**src/logic/csxt_pkg.sv**
```systemverilog
package csxt_pkg;
	// Terminal count and function codes
	localparam int NUM_TERM = 6;
	localparam logic [5:0] FUNC_COAST = 6'h0B;
	localparam logic [5:0] FUNC_EXT_FAULT = 6'h0C;
	localparam logic [5:0] FUNC_NONE = 6'h3F;
	// Fault codes reported on fault_code
	localparam logic [7:0] FAULT_NONE = 8'h00;
	localparam logic [7:0] FAULT_EXT = 8'h0C;
	localparam logic [7:0] FAULT_START_GUARD = 8'h0D;
	// Restart wait time: programmed in units of 100 ms
	localparam int WAIT_UNIT_NS = 100000000;
	localparam int CLK_PERIOD_NS = 50;
	localparam int WAIT_UNIT_CYC = WAIT_UNIT_NS / CLK_PERIOD_NS;
	localparam int HIST_DEPTH = 4;
	localparam logic [15:0] SPEED_ZERO = 16'h0000;
	// Restart speed select values
	localparam logic RESTART_FROM_ZERO = 1'b0;
	localparam logic RESTART_FROM_SPEED = 1'b1;
endpackage

```
**src/logic/csxt_input_cond.sv**
```systemverilog
`timescale 1ns/1ps
`default_nettype none
// Per-terminal synchroniser, polarity and edge detect
module csxt_input_cond (
	input wire logic core_clk,
	input wire logic sys_rst,
	input wire logic [5:0] term_in,
	input wire logic [5:0] term_invert,
	output logic [5:0] term_level,
	output logic [5:0] term_rise
);
	logic [5:0] sync1_q;
	logic [5:0] sync2_q;
	logic [5:0] lvl_q;
	logic primed_q;
	genvar i;

	// Blocks edges on the first cycle out of reset, where lvl_q is not yet the idle level
	always_ff @(posedge core_clk) begin
		if (sys_rst) begin
			primed_q <= 1'b0;
		end else begin
			primed_q <= 1'b1;
		end
	end

	////////////////////////////////////////////////////////////////////////////
	generate
		for (i = 0; i < csxt_pkg::NUM_TERM; i++) begin : g_term
			// Two-stage sync; only stage two is looked at
			always_ff @(posedge core_clk) begin
				if (sys_rst) begin
					sync1_q[i] <= 1'b0;
					sync2_q[i] <= 1'b0;
					lvl_q[i] <= 1'b0;
				end else begin
					sync1_q[i] <= term_in[i];
					sync2_q[i] <= sync1_q[i];
					lvl_q[i] <= sync2_q[i] ^ term_invert[i];
				end
			end
			assign term_level[i] = lvl_q[i];
			assign term_rise[i] = (sync2_q[i] ^ term_invert[i]) & ~lvl_q[i] & primed_q;
		end
	endgenerate
endmodule
`default_nettype wire

```
**src/logic/csxt_core.sv**
```systemverilog
`timescale 1ns/1ps
`default_nettype none
// Overview of operation
// - An asserted coast-stop input cuts the output at once so the motor coasts.
// - Releasing coast-stop resumes drive only if the run command is still active.
// - Restart speed select picks a resume from zero or from the present motor speed.
// - A restart wait is inserted after coast-stop release, and zero means no wait.
// - Every terminal has a polarity setting so coast-stop can be active low.
// - A rising external-fault input latches a trip, reports E12 and stops output.
// - Dropping the external-fault input neither clears the trip nor makes an event.
// - An external trip lets the motor coast and raises the alarm with no ramp.
// - If run is still active when reset is released and start guard is off, the drive restarts.
// - External trip events stay in the fault history until a reset is done; guard trips are not logged.
// - With start guard, no automatic restart when the trip is reset; wait for a fresh run edge.
// - With start guard, a run already active at power-up is refused.
module csxt_core (
	input wire logic core_clk,
	input wire logic sys_rst,
	input wire logic [5:0] term_in,
	input wire logic [35:0] input_function_assignments,
	input wire logic [5:0] input_polarity_settings,
	input wire logic run_cmd,
	input wire logic reset_cmd,
	input wire logic start_guard,
	input wire logic restart_speed_select,
	input wire logic [7:0] restart_wait_time,
	input wire logic [15:0] motor_speed,
	output logic drive_enable,
	output logic coasting,
	output logic alarm,
	output logic [7:0] fault_code,
	output logic [15:0] restart_speed,
	output logic restart_load,
	output logic [31:0] fault_history
);
	typedef enum logic [4:0] {
		CSXT_STOP = 5'b00001,
		CSXT_RUN = 5'b00010,
		CSXT_COAST = 5'b00100,
		CSXT_WAIT = 5'b01000,
		CSXT_TRIP = 5'b10000
	} csxt_state_t;

	csxt_state_t state_q;
	logic [5:0] term_level;
	logic [5:0] term_rise;
	logic coast_act;
	logic ext_rise;
	logic run_q;
	logic run_rise;
	logic reset_q;
	logic reset_fall;
	logic guard_q;
	logic first_q;
	logic [7:0] wait_units_q;
	logic [22:0] wait_cyc_q;
	logic wait_done;

	////////////////////////////////////////////////////////////////////////////
	// Input conditioning
	// per-terminal polarity
	csxt_input_cond u_cond (
		.core_clk(core_clk),
		.sys_rst(sys_rst),
		.term_in(term_in),
		.term_invert(input_polarity_settings),
		.term_level(term_level),
		.term_rise(term_rise)
	);

	// Gather function hits across terminals
	always_comb begin
		coast_act = 1'b0;
		ext_rise = 1'b0;
		for (int k = 0; k < csxt_pkg::NUM_TERM; k++) begin
			if (input_function_assignments[k*6 +: 6] == csxt_pkg::FUNC_COAST) begin
				coast_act = coast_act | term_level[k];
			end
			if (input_function_assignments[k*6 +: 6] == csxt_pkg::FUNC_EXT_FAULT) begin
				ext_rise = ext_rise | term_rise[k];
			end
		end
	end

	// Command edge detectors
	always_ff @(posedge core_clk) begin
		if (sys_rst) begin
			run_q <= 1'b0;
			reset_q <= 1'b0;
			first_q <= 1'b1;
		end else begin
			run_q <= run_cmd;
			reset_q <= reset_cmd;
			first_q <= 1'b0;
		end
	end
	assign run_rise = run_cmd & ~run_q;
	assign reset_fall = reset_q & ~reset_cmd;

	////////////////////////////////////////////////////////////////////////////
	// Restart wait timer; zero programmed units skips it
	assign wait_done = (wait_units_q == 8'h00);
	always_ff @(posedge core_clk) begin
		if (sys_rst) begin
			wait_units_q <= 8'h00;
			wait_cyc_q <= 23'h000000;
		end else if (state_q == CSXT_COAST) begin
			wait_units_q <= restart_wait_time;
			wait_cyc_q <= 23'h000000;
		end else if (state_q == CSXT_WAIT && !wait_done) begin
			if (wait_cyc_q == 23'(csxt_pkg::WAIT_UNIT_CYC - 1)) begin
				wait_cyc_q <= 23'h000000;
				wait_units_q <= wait_units_q - 8'h01;
			end else begin
				wait_cyc_q <= wait_cyc_q + 23'h000001;
			end
		end
	end

	////////////////////////////////////////////////////////////////////////////
	// Main state machine; trip has priority over coast and run
	always_ff @(posedge core_clk) begin
		if (sys_rst) begin
			state_q <= CSXT_STOP;
			guard_q <= 1'b0;
		end else begin
			case (state_q)
				CSXT_STOP: begin
					if (ext_rise) begin
						state_q <= CSXT_TRIP;
					end else if (first_q && start_guard && run_cmd) begin
						guard_q <= 1'b1;
						state_q <= CSXT_TRIP;
					end else if (run_cmd && !coast_act && (!start_guard || run_rise)) begin
						// guard wants a fresh run edge once stopped
						state_q <= CSXT_RUN;
					end
				end
				CSXT_RUN: begin
					if (ext_rise) begin
						state_q <= CSXT_TRIP;
					end else if (coast_act) begin
						state_q <= CSXT_COAST;
					end else if (!run_cmd) begin
						state_q <= CSXT_STOP;
					end
				end
				CSXT_COAST: begin
					if (ext_rise) begin
						state_q <= CSXT_TRIP;
					end else if (!coast_act) begin
						state_q <= run_cmd ? CSXT_WAIT : CSXT_STOP;
					end
				end
				CSXT_WAIT: begin
					if (ext_rise) begin
						state_q <= CSXT_TRIP;
					end else if (coast_act) begin
						state_q <= CSXT_COAST;
					end else if (!run_cmd) begin
						state_q <= CSXT_STOP;
					end else if (wait_done) begin
						state_q <= CSXT_RUN;
					end
				end
				CSXT_TRIP: begin
					if (reset_fall) begin
						guard_q <= 1'b0;
						if (run_cmd && !start_guard && !coast_act) begin
							state_q <= CSXT_RUN;
						end else begin
							state_q <= CSXT_STOP;
						end
					end else if (guard_q && run_rise && !reset_cmd) begin
						// fresh run edge clears guard trip
						guard_q <= 1'b0;
						state_q <= CSXT_RUN;
					end else if (guard_q && !run_cmd && !start_guard) begin
						guard_q <= 1'b0;
						state_q <= CSXT_STOP;
					end
				end
				default: begin
					state_q <= CSXT_STOP;
				end
			endcase
		end
	end

	////////////////////////////////////////////////////////////////////////////
	// Registered outputs
	always_ff @(posedge core_clk) begin
		if (sys_rst) begin
			drive_enable <= 1'b0;
			coasting <= 1'b0;
			alarm <= 1'b0;
			fault_code <= csxt_pkg::FAULT_NONE;
		end else begin
			drive_enable <= (state_q == CSXT_RUN) && !coast_act && !ext_rise;
			coasting <= (state_q == CSXT_COAST) || (state_q == CSXT_TRIP);
			alarm <= (state_q == CSXT_TRIP) || ext_rise;
			if (ext_rise) begin
				fault_code <= csxt_pkg::FAULT_EXT;
			end else if (state_q == CSXT_TRIP && guard_q) begin
				fault_code <= csxt_pkg::FAULT_START_GUARD;
			end else if (state_q != CSXT_TRIP) begin
				fault_code <= csxt_pkg::FAULT_NONE;
			end
		end
	end

	// Restart speed strobe when leaving the wait
	always_ff @(posedge core_clk) begin
		if (sys_rst) begin
			restart_speed <= csxt_pkg::SPEED_ZERO;
			restart_load <= 1'b0;
		end else begin
			restart_load <= (state_q == CSXT_WAIT) && wait_done && run_cmd && !coast_act
				&& !ext_rise;
			if (restart_speed_select == csxt_pkg::RESTART_FROM_SPEED) begin
				restart_speed <= motor_speed;
			end else begin
				restart_speed <= csxt_pkg::SPEED_ZERO;
			end
		end
	end

	// Fault history: newest code in the low byte, kept until reset
	always_ff @(posedge core_clk) begin
		if (sys_rst) begin
			fault_history <= 32'h00000000;
		end else if (ext_rise) begin
			fault_history <= {fault_history[23:0], csxt_pkg::FAULT_EXT};
		end else if (reset_fall) begin
			fault_history <= 32'h00000000;
		end
	end
endmodule
`default_nettype wire

```
**config.mk**
```make
export PLATFORM = sky130hd
export DESIGN_NAME = csxt_core
export DESIGN_NICKNAME = d
export VERILOG_FILES = /design/src/logic/csxt_pkg.sv /design/src/logic/csxt_input_cond.sv /design/src/logic/csxt_core.sv
export SDC_FILE = /design/constraint.sdc
export NUM_CORES = 1
export LEC_CHECK = 0
export BUFFER_PORTS_ARGS = -buffer_cell sky130_fd_sc_hd__buf_2
export CAP_MARGIN = 40
export CORE_MARGIN = 2
export CORE_UTILIZATION = 45
export CTS_CLUSTER_SIZE = 25
export DETAILED_ROUTE_END_ITERATION = 16
export GPL_TIMING_DRIVEN = 0
export PLACE_DENSITY = 0.75
export REMOVE_ABC_BUFFERS = 1
export SLEW_MARGIN = 15
export SYNTH_ARGS = -nofsm -noshare
export SYNTH_HDL_FRONTEND = slang
export SYNTH_SLANG_ARGS = --single-unit
export TNS_END_PERCENT = 100
```
**constraint.sdc**
```tcl
create_clock -name core_clk -period 2.02 [get_ports core_clk]
set_input_delay 0.101 -clock core_clk [delete_from_list [all_inputs] [get_ports core_clk]]
set_output_delay 0.101 -clock core_clk [all_outputs]
set_load 0.01 [all_outputs]
```
* Word-level counts from Yosys, hierarchy flattened *
Cells that the tools add are included.

word-level totals
  memories = 0
  bits of input ports = 78
  flip-flop bits (word level) = 108
  output and inout bits = 60
  latch bits = 0
  ROM bits = 0
  RAM bits = 0

cells by class
  shift operators = 0
  divide/modulo/power cells = 0
  add/subtract/negate cells = 2
  multiplexer cells = 47
  bitwise logic cells = 39
  reduce and logical (&&, ||, !) cells = 40
  multipliers = 0
  equality and inequality tests = 26
  $lt $le $gt $ge = 0

operators with widths
  cell                     number
  $mux W5                  15
  $eq A6 B4 Y1 const B     12
  $mux W32                 2
  $pmux W5 S5              1
  $mux W8                  3
  $add A23 B1 Y23 const B  1
  $eq A23 B21 Y1 const B   1
  $mux W23                 1
  $mux W1                  19
  $logic_and A1 B1 Y1      18
  $mux W4                  4
  $and A1 B1 Y1            14
  $ne A4 B4 Y1 const B     3
  $ne A5 B5 Y1 const B     2
  $or A1 B1 Y1             10
  $reduce_bool A2 Y1       5
  $not A1 Y1               9
  $logic_not A8 Y1         1
  $sub A8 B1 Y8 const B    1
  $logic_not A1 Y1         6
  $reduce_or A2 Y1         3
  $xor A1 B1 Y1            6
  $eq A5 B1 Y1 const B     1
  $eq A5 B2 Y1 const B     1
  12 further kinds         15

* Logic depth before layout (Yosys ltp) *
Gate-level depths: netlist of the first run.

  word-level depth = 19
  gate-level depth with buffers = 10
  depth with buffers taken out = 8

* Cells and area by module *
From an unflattened synthesis of the first run, not the netlist that was laid out.

second synthesis, totals
  cell total of the unflattened synthesis = 431
  area, all modules = 3,948.8 um^2

by module, submodules not included
  module           area each (um^2)  sequential area each (um^2)  times used  cells an instance
  csxt_core        3,339.5           1,321.3                      1           379
  csxt_input_cond  609.3             380.4                        1           52

* Worst setup path after synthesis of the first run *
OpenSTA, ideal clock, no wires.

  path kind = reg2reg
  start point = register wait_units_q[0]
  end point = register state_q[3]
  buffers on the path = 0
  period minus slack after synthesis = 1.944 ns
  library setup time = 0.116 ns
  arrival = 1.828 ns
  slack = 0.076 ns
  cell stages (with the launch flop) = 9
  cell sequence = dfxtp_1 inv_1 ha_1 and3_1 nor2_2 o21ai_2 a221oi_4 nor2_2 a41o_1

between the ends
  longest elaborated chain between the ends = 3

RTL lines
  item                         RTL line          source
  start, declared              csxt_core.sv:55   logic [7:0] wait_units_q;
  start signal, assigned       csxt_core.sv:108  wait_units_q <= restart_wait_time;
  start signal, assigned       csxt_core.sv:113  wait_units_q <= wait_units_q - 8'h01;
  $logic_not A8 Y1             csxt_core.sv:102  assign wait_done = (wait_units_q == 8'h00);
  $ne A5 B5 Y1 (no line)       --
  $reduce_and A5 Y1 (no line)  --
  end signal, assigned         csxt_core.sv:152  state_q <= run_cmd ? CSXT_WAIT : CSXT_STOP;
  end, declared                csxt_core.sv:44   csxt_state_t state_q;

Every way passes these cells.
A chain may end at the register's enable or synchronous reset.

* Worst setup path after layout of the first run *
  start point = register state_q[2]
  end point = register state_q[3]

between the ends
  longest elaborated chain between the ends = 3
  elaborated cells on any way between the ends = 12
  those cells by class = eq/ne (10); mux (1); reduce/logical (1)

RTL lines
  item                                            RTL line          source
  $eq A5 B4 Y1 (tied with other cells)            csxt_core.sv:127  case (state_q)
  $ne A5 B5 Y1 (no line) (tied with other cells)  --
  $reduce_and A5 Y1 (no line)                     --

Several ways; a longest one is shown, not always the timed one.

==> results.sh, run 1 <==
export IMPL_status="complete, but fails checks"
export IMPL_violations="negative setup slack"
export IMPL_seq_area_frac_synth=0.425
export IMPL_p_per_area_nw_per_um2=681
export IMPL_vias=3493
export IMPL_wl_per_cell_um=14.6
export IMPL_final_cells=687
export IMPL_postPlaceCellArea_um2=4450
export IMPL_cp_end_kind="register"
export IMPL_synth_seq_cells=85
export IMPL_ant_nets=0
export IMPL_path_cells="nor3_4 > nand3b_1 > or3b_1 > and4_4 > a221oi_4 > nor2_2 > a41o_1"
export IMPL_n_antenna_cell=0
export IMPL_async_reset_ff_frac=0
export IMPL_syn_cell_area_um2=4000
export IMPL_cts_buffer_depth=2
export IMPL_ys_types=63
export IMPL_r2r_end="state_q[3]"
export IMPL_syn_area_per_cell_um2=9.14
export IMPL_cts_sinks=85
export IMPL_synth_top_area_frac=0.425
export IMPL_rsz0062_at_grt="true"
export IMPL_die_w_um=98.3
export IMPL_dr_pass1_iters=5
export IMPL_pin_count=138
export IMPL_finClkSkew_ns=0.0137
export IMPL_final_nets=655
export IMPL_start_kind="register"
export IMPL_cts_tree="done"
export IMPL_slowest_stage="or3b_1"
export IMPL_dieArea_um2=9670
export IMPL_finalSetupViolCount=2
export IMPL_drtIter0Drc=252
export IMPL_max_freq_ghz=0.485
export IMPL_synthCells=438
export IMPL_worstHoldStart="restart_wait_time[2]"
export IMPL_reg2reg_slack_ns=-0.04
export IMPL_fin_util=0.606
export IMPL_synth_most_common_cell="dfxtp_1"
export IMPL_whs_ns=0.0245
export IMPL_required_ns=2.28
export IMPL_fin_ws_ns=-0.0431
export IMPL_drc=0
export IMPL_grt_pass1_wl_um=15400
export IMPL_worstPathMaxFanout=4
export IMPL_ys_warn_count=0
export IMPL_hold_viol_final=0
export IMPL_synth_commonest_cells="dfxtp_1, nor2_1, buf_4"
export IMPL_leakage_nw=2.27
export IMPL_ys_flop_type="dfxtp_1"
export IMPL_path_clk_slew_ns=0.09
export IMPL_maxSlewHeadroom=0.450
export IMPL_min_path_type="input port to register"
export IMPL_io_buffers=108
export IMPL_yosysTopAreaCell="dfxtp_1"
export IMPL_period_share=1.02
export IMPL_rr_worst_depth=7
export IMPL_core_area_um2=8680
export IMPL_worst_slew_pin_slew_ns=0.824
export IMPL_place_congestion=0.870
export IMPL_num_rows=34
export IMPL_start_util=0.461
export IMPL_cts_max_level=3
export IMPL_cap_viol_max_count=0
export IMPL_hold_depth=3
export IMPL_syn_to_final_growth_pct=31.4
export IMPL_drv_slew=0
export IMPL_cts_made_buffers=9
export IMPL_insertion_delay_ns=0.37
export IMPL_fp_dieH_um=98.3
export IMPL_overflow=0
export IMPL_ys_top_cells_by_area="dfxtp_1, buf_4, nor2_1"
export IMPL_irDropWorstVdd_uv=475
export IMPL_vias_per_cell=5.08
export IMPL_drt_total_wl_um=10000
export IMPL_fin_area_um2=5260
export IMPL_layout_min_cycle_time_ns=2.06
export IMPL_total_power_w=0.00358
export IMPL_root_buffer="clkbuf_8"
export IMPL_synth_edff_count=0
export IMPL_drive_gt1_frac=0.330
export IMPL_grtUsageTotal=0.195
export IMPL_dp_cells=633
export IMPL_grt_pass1_vias=3350
export IMPL_nFillCells=729
export IMPL_antenna_found_initial=0
export IMPL_post_dp_hpwl_um=6470
export IMPL_criticalPathCategory="register to register"
export IMPL_crit_arrival_ns=2.32
export IMPL_grt_max_degree=42
export IMPL_worstReg2RegStart="state_q[2]"
export IMPL_min_to="wait_units_q[2]"
export IMPL_max_stage_delay_ns=0.38
==> state kept, by name, summed over array words and instances (netlist names), 4 cells and up <==
signal	cells
u_cond.sync1_q	6
fault_history	4
u_cond.sync2_q	6
wait_cyc_q	23
restart_speed	16
wait_units_q	8
u_cond.term_level	6
state_q	5
==> per-stage QoR <==
step / TNS [ns] / setup WS, ns
floorplan: 0 / 0.0204
global placement: -8.51 / -0.401
detailed placement: -12.20 / -0.496
CTS: -0.235 / -0.0810
global route: -0.680 / -0.117
finish: -0.0507 / -0.0431
==> layer usage <==
| layer | GRT usage | vias to the layer above | wire (µm) |
|---|---|---|---|
| li1 | - | 1719 | - |
| met1 | 0.243 | 1637 | 4260 |
| met2 | 0.332 | 116 | 5080 |
| met3 | 0.0308 | 21 | 456 |
| met4 | 0.0906 | 0 | 214 |
| met5 | 0 | - | 0 |
==> cell type report <==
type,instances,area [µm²],area share
Timing Repair Buffer,145,885,0.168
Multi-Input combinational cell,324,2280,0.434
Inverter,9,33.8,0.00642
Sequential cell,85,1720,0.327
Tap cell,108,135,0.0257
Clock inverter,7,78.8,0.0150
Clock buffer,9,124,0.0235
==> where the power goes <==
part | total (W) | internal [W] | switching (W) | leakage (nW)
clock network | 0.00120 | 0.000489 | 0.000711 | 0.102
registers | 0.00178 | 0.00173 | 0.0000464 | 0.698
logic | 0.000605 | 0.000285 | 0.000319 | 1.47
==> cell usage in the layout (no fill, tap or decap), types with 4 or more instances in the layout <==
| cell | n |
|---|---|
| nand2_1 | 25 |
| a211oi_1 | 7 |
| and3_1 | 7 |
| nor4_4 | 6 |
| buf_2 | 108 |
| nand3_4 | 4 |
| and4b_1 | 4 |
| conb_1 | 29 |
| dlygate4sd3_1 | 25 |
| nand3_1 | 14 |
| inv_1 | 8 |
| clkbuf_8 | 9 |
| nor2_1 | 61 |
| dfxtp_4 | 4 |
| buf_4 | 11 |
| xor2_1 | 18 |
| nand3_2 | 5 |
| dfxtp_1 | 78 |
| a21oi_1 | 9 |
| and2_1 | 19 |
| nand4_1 | 8 |
| nor4b_1 | 4 |
| nor2b_1 | 15 |
| o21ai_0 | 8 |
| xnor2_1 | 15 |
==> worst max-delay path: cells and delay by family, from the launching register on <==
kind	cells	cell delay (ns)
AO/OA/AOI/OAI	2	0.57
flip-flops	1	0.36
AND/OR/NAND/NOR	5	1.02
==> cell families (layout without fill, tap and decap cells) <==
family | count (synthesis) | after routing | synth area share
and+or+nand+nor | 213 | 214 | 0.312
DFF | 85 | 85 | 0.425
buffers and inverters | 58 | 170 | 0.0912
AOI/OAI and AO/OA | 43 | 43 | 0.0841
xor gates and xnor gates | 34 | 34 | 0.0744
adders and majority gates | 3 | 3 | 0.00938
other | 1 | 29 | 0.000937
muxes | 1 | 1 | 0.00250
==> how the worst max path moves through the flow <==
stage / start / endpoint / slack, ns / cells past startpoint
detailed placement: wait_units_q[2] / wait_cyc_q[21] / -0.50 / 6
finish: state_q[2] / state_q[3] / -0.04 / 7
CTS: state_q[3] / state_q[3] / -0.08 / 7
global route: state_q[2] / state_q[3] / -0.12 / 7
floorplan: u_cond.term_level[5] / state_q[3] / 0.02 / 6
global placement: wait_units_q[2] / wait_cyc_q[21] / -0.40 / 6
==> what timing repair did <==
item                                    4_1_cts  5_1_grt
hold buffers                                 25        0
resized for setup                            22       32
buffers inserted                              6        6
hold endpoints to repair                     25        0
cloned                                        0        1
pin swaps                                    13       20
endpoints found under the setup margin       43       37
(Power assumes the default switching activity.)
==> run 2: changes to the inputs <==
--- a/config.mk
+++ b/config.mk
@@ -12,7 +12,7 @@
 export CTS_CLUSTER_SIZE = 25
 export DETAILED_ROUTE_END_ITERATION = 16
 export GPL_TIMING_DRIVEN = 0
-export PLACE_DENSITY = 0.75
+export PLACE_DENSITY_LB_ADDON = 0.2
 export REMOVE_ABC_BUFFERS = 1
 export SLEW_MARGIN = 15
 export SYNTH_ARGS = -nofsm -noshare
==> run 2 against run 1 <==
The flow still finishes with violations (negative setup slack). Global-route usage shrank 0.90 points. Register-to-register slack is essentially flat. Routed wire length shrank 8.2%. Cell count grew 0.58%. Total power shrank 1.6%. Non-clock buffer count grew 4. Sequential share of layout area grew 0.28 points. Sequential cell count is the same. Clock power is essentially flat.
==> results.sh, run 2 (same netlist as run 1, synthesis figures left out) <==
export IMPL_core_area_um2=8680
export IMPL_crit_arrival_ns=2.33
export IMPL_grt_pass1_vias=3252
export IMPL_grt_pass1_wl_um=14700
export IMPL_drv_slew=0
export IMPL_overflow=0
export IMPL_layout_min_cycle_time_ns=2.06
export IMPL_hold_viol_final=0
export IMPL_cts_buffer_depth=2
export IMPL_drt_total_wl_um=9190
export IMPL_period_share=1.02
export IMPL_path_clk_slew_ns=0.10
export IMPL_insertion_delay_ns=0.36
export IMPL_fin_area_um2=5240
export IMPL_finClkSkew_ns=0.0125
export IMPL_num_rows=34
export IMPL_drtIter0Drc=123
export IMPL_final_cells=691
export IMPL_largest_registers="wait_cyc_q x23, restart_speed x16, wait_units_q x8"
export IMPL_irDropWorstVdd_uv=425
export IMPL_criticalPathCategory="register to register"
export IMPL_drive_gt1_frac=0.334
export IMPL_whs_ns=0.0108
export IMPL_layout_commonest_cell="buf_2"
export IMPL_fin_ws_ns=-0.0428
export IMPL_dp_cells=633
export IMPL_worstPathMaxFanout=4
export IMPL_start_kind="register"
export IMPL_fp_dieH_um=98.3
export IMPL_cts_tree="done"
export IMPL_n_antenna_cell=0
export IMPL_total_power_w=0.00353
export IMPL_required_ns=2.29
export IMPL_vias=3427
export IMPL_grt_max_degree=42
export IMPL_syn_to_final_growth_pct=30.7
export IMPL_cts_max_level=3
export IMPL_antenna_found_initial=0
export IMPL_finalSetupViolCount=2
export IMPL_io_buffers=108
export IMPL_rsz0062_at_grt="true"
export IMPL_leakage_nw=2.29
export IMPL_cap_viol_max_count=0
export IMPL_die_w_um=98.3
export IMPL_start_util=0.461
export IMPL_postPlaceCellArea_um2=4450
export IMPL_maxSlewHeadroom=0.463
export IMPL_pin_count=138
export IMPL_min_path_type="input port to register"
export IMPL_status="complete, but fails checks"
export IMPL_post_dp_hpwl_um=6200
export IMPL_cts_made_buffers=9
export IMPL_largest_reg_flops=23
export IMPL_top_register="wait_cyc_q"
export IMPL_ant_nets=0
export IMPL_vias_per_cell=4.96
export IMPL_mostFrequentLayoutCells="buf_2, dfxtp_1, nor2_1"
export IMPL_nFillCells=761
export IMPL_place_congestion=0.802
export IMPL_drc=0
export IMPL_root_buffer="clkbuf_8"
export IMPL_p_per_area_nw_per_um2=674
export IMPL_violations="negative setup slack"
export IMPL_grtUsageTotal=0.186
export IMPL_max_freq_ghz=0.485
export IMPL_dieArea_um2=9670
export IMPL_final_nets=659
export IMPL_dr_pass1_iters=4
export IMPL_wl_per_cell_um=13.3
export IMPL_cts_sinks=85
export IMPL_cp_end_kind="register"
export IMPL_worst_slew_pin_slew_ns=0.806
run 2: cell count changes in the layout (fill, tap and decap cells not counted), sizes merged:
| cell | before | now |
|---|---|---|
| inv | 12 | 11 |
| clkinv | 4 | 3 |
| clkbuf | 9 | 11 |
| dlygate4sd3 | 25 | 23 |
| buf | 120 | 126 |
run 2: repair_timing:
item	in CTS	in global routing
hold buffers	23	0
setup endpoints to repair	39	35
pin swaps	8	19
hold endpoints to repair	23	0
resized for setup	17	32
setup buffers	6	12
gates cloned	0	1
run 2: per-layer routing:
metal	up-vias	GRT usage	share of wire
met3	5	0.0401	0.062
li1	1720	-	-
met4	0	0.0685	0.0066
met5	-	0	0
met2	96	0.325	0.51
met1	1606	0.225	0.42
run 2: critical path, stage by stage, from the launching register on:
cell and delay (ns):
dfxtp_4 0.37, nor3_4 0.18, nand3b_1 0.14, or3b_1 0.37, and4_4 0.21, a221oi_4 0.36, a41oi_2 0.08, a221oi_2 0.26
run 2: path summary, 6_finish.rpt:
check	from	slack, ns	endpoint	cells after the start
worst max-delay path	state_q[2]	-0.04	state_q[1]	7
worst min-delay path	input_polarity_settings[2]	0.01	u_cond.term_level[2]	3
worst max register to register	state_q[2]	-0.04	state_q[1]	7
worst min register to register	u_cond.sync1_q[1]	0.44	u_cond.sync2_q[1]	1
run 2: per-stage QoR:
| step | setup slack, ns | util | TNS (ns) |
|---|---|---|---|
| finish | -0.0428 | 0.603 | -0.0610 |
| global route | -0.137 | 0.603 | -0.656 |
| CTS | -0.0365 | 0.577 | -0.0973 |
| detailed placement | -0.471 | 0.513 | -10.60 |
| global placement | -0.460 | 0.513 | -9.82 |
| floorplan | 0.0204 | - | 0 |
run 2: final cells by class:
class                           count  area [µm²]  share of cell area
Tap cell                          108         135              0.0258
Clock buffer                       11         151              0.0289
Sequential cell                    85        1730               0.330
Clock inverter                      5        42.5             0.00813
Timing Repair Buffer              149         906               0.173
Inverter                            9        33.8             0.00645
Multi-Input combinational cell    324        2240               0.428
run 2: where the power goes:
part	internal, W	leakage, nW	switching (W)
Sequential	0.00173	0.700	0.0000435
Combinational	0.000278	1.49	0.000302
Clock	0.000530	0.102	0.000644
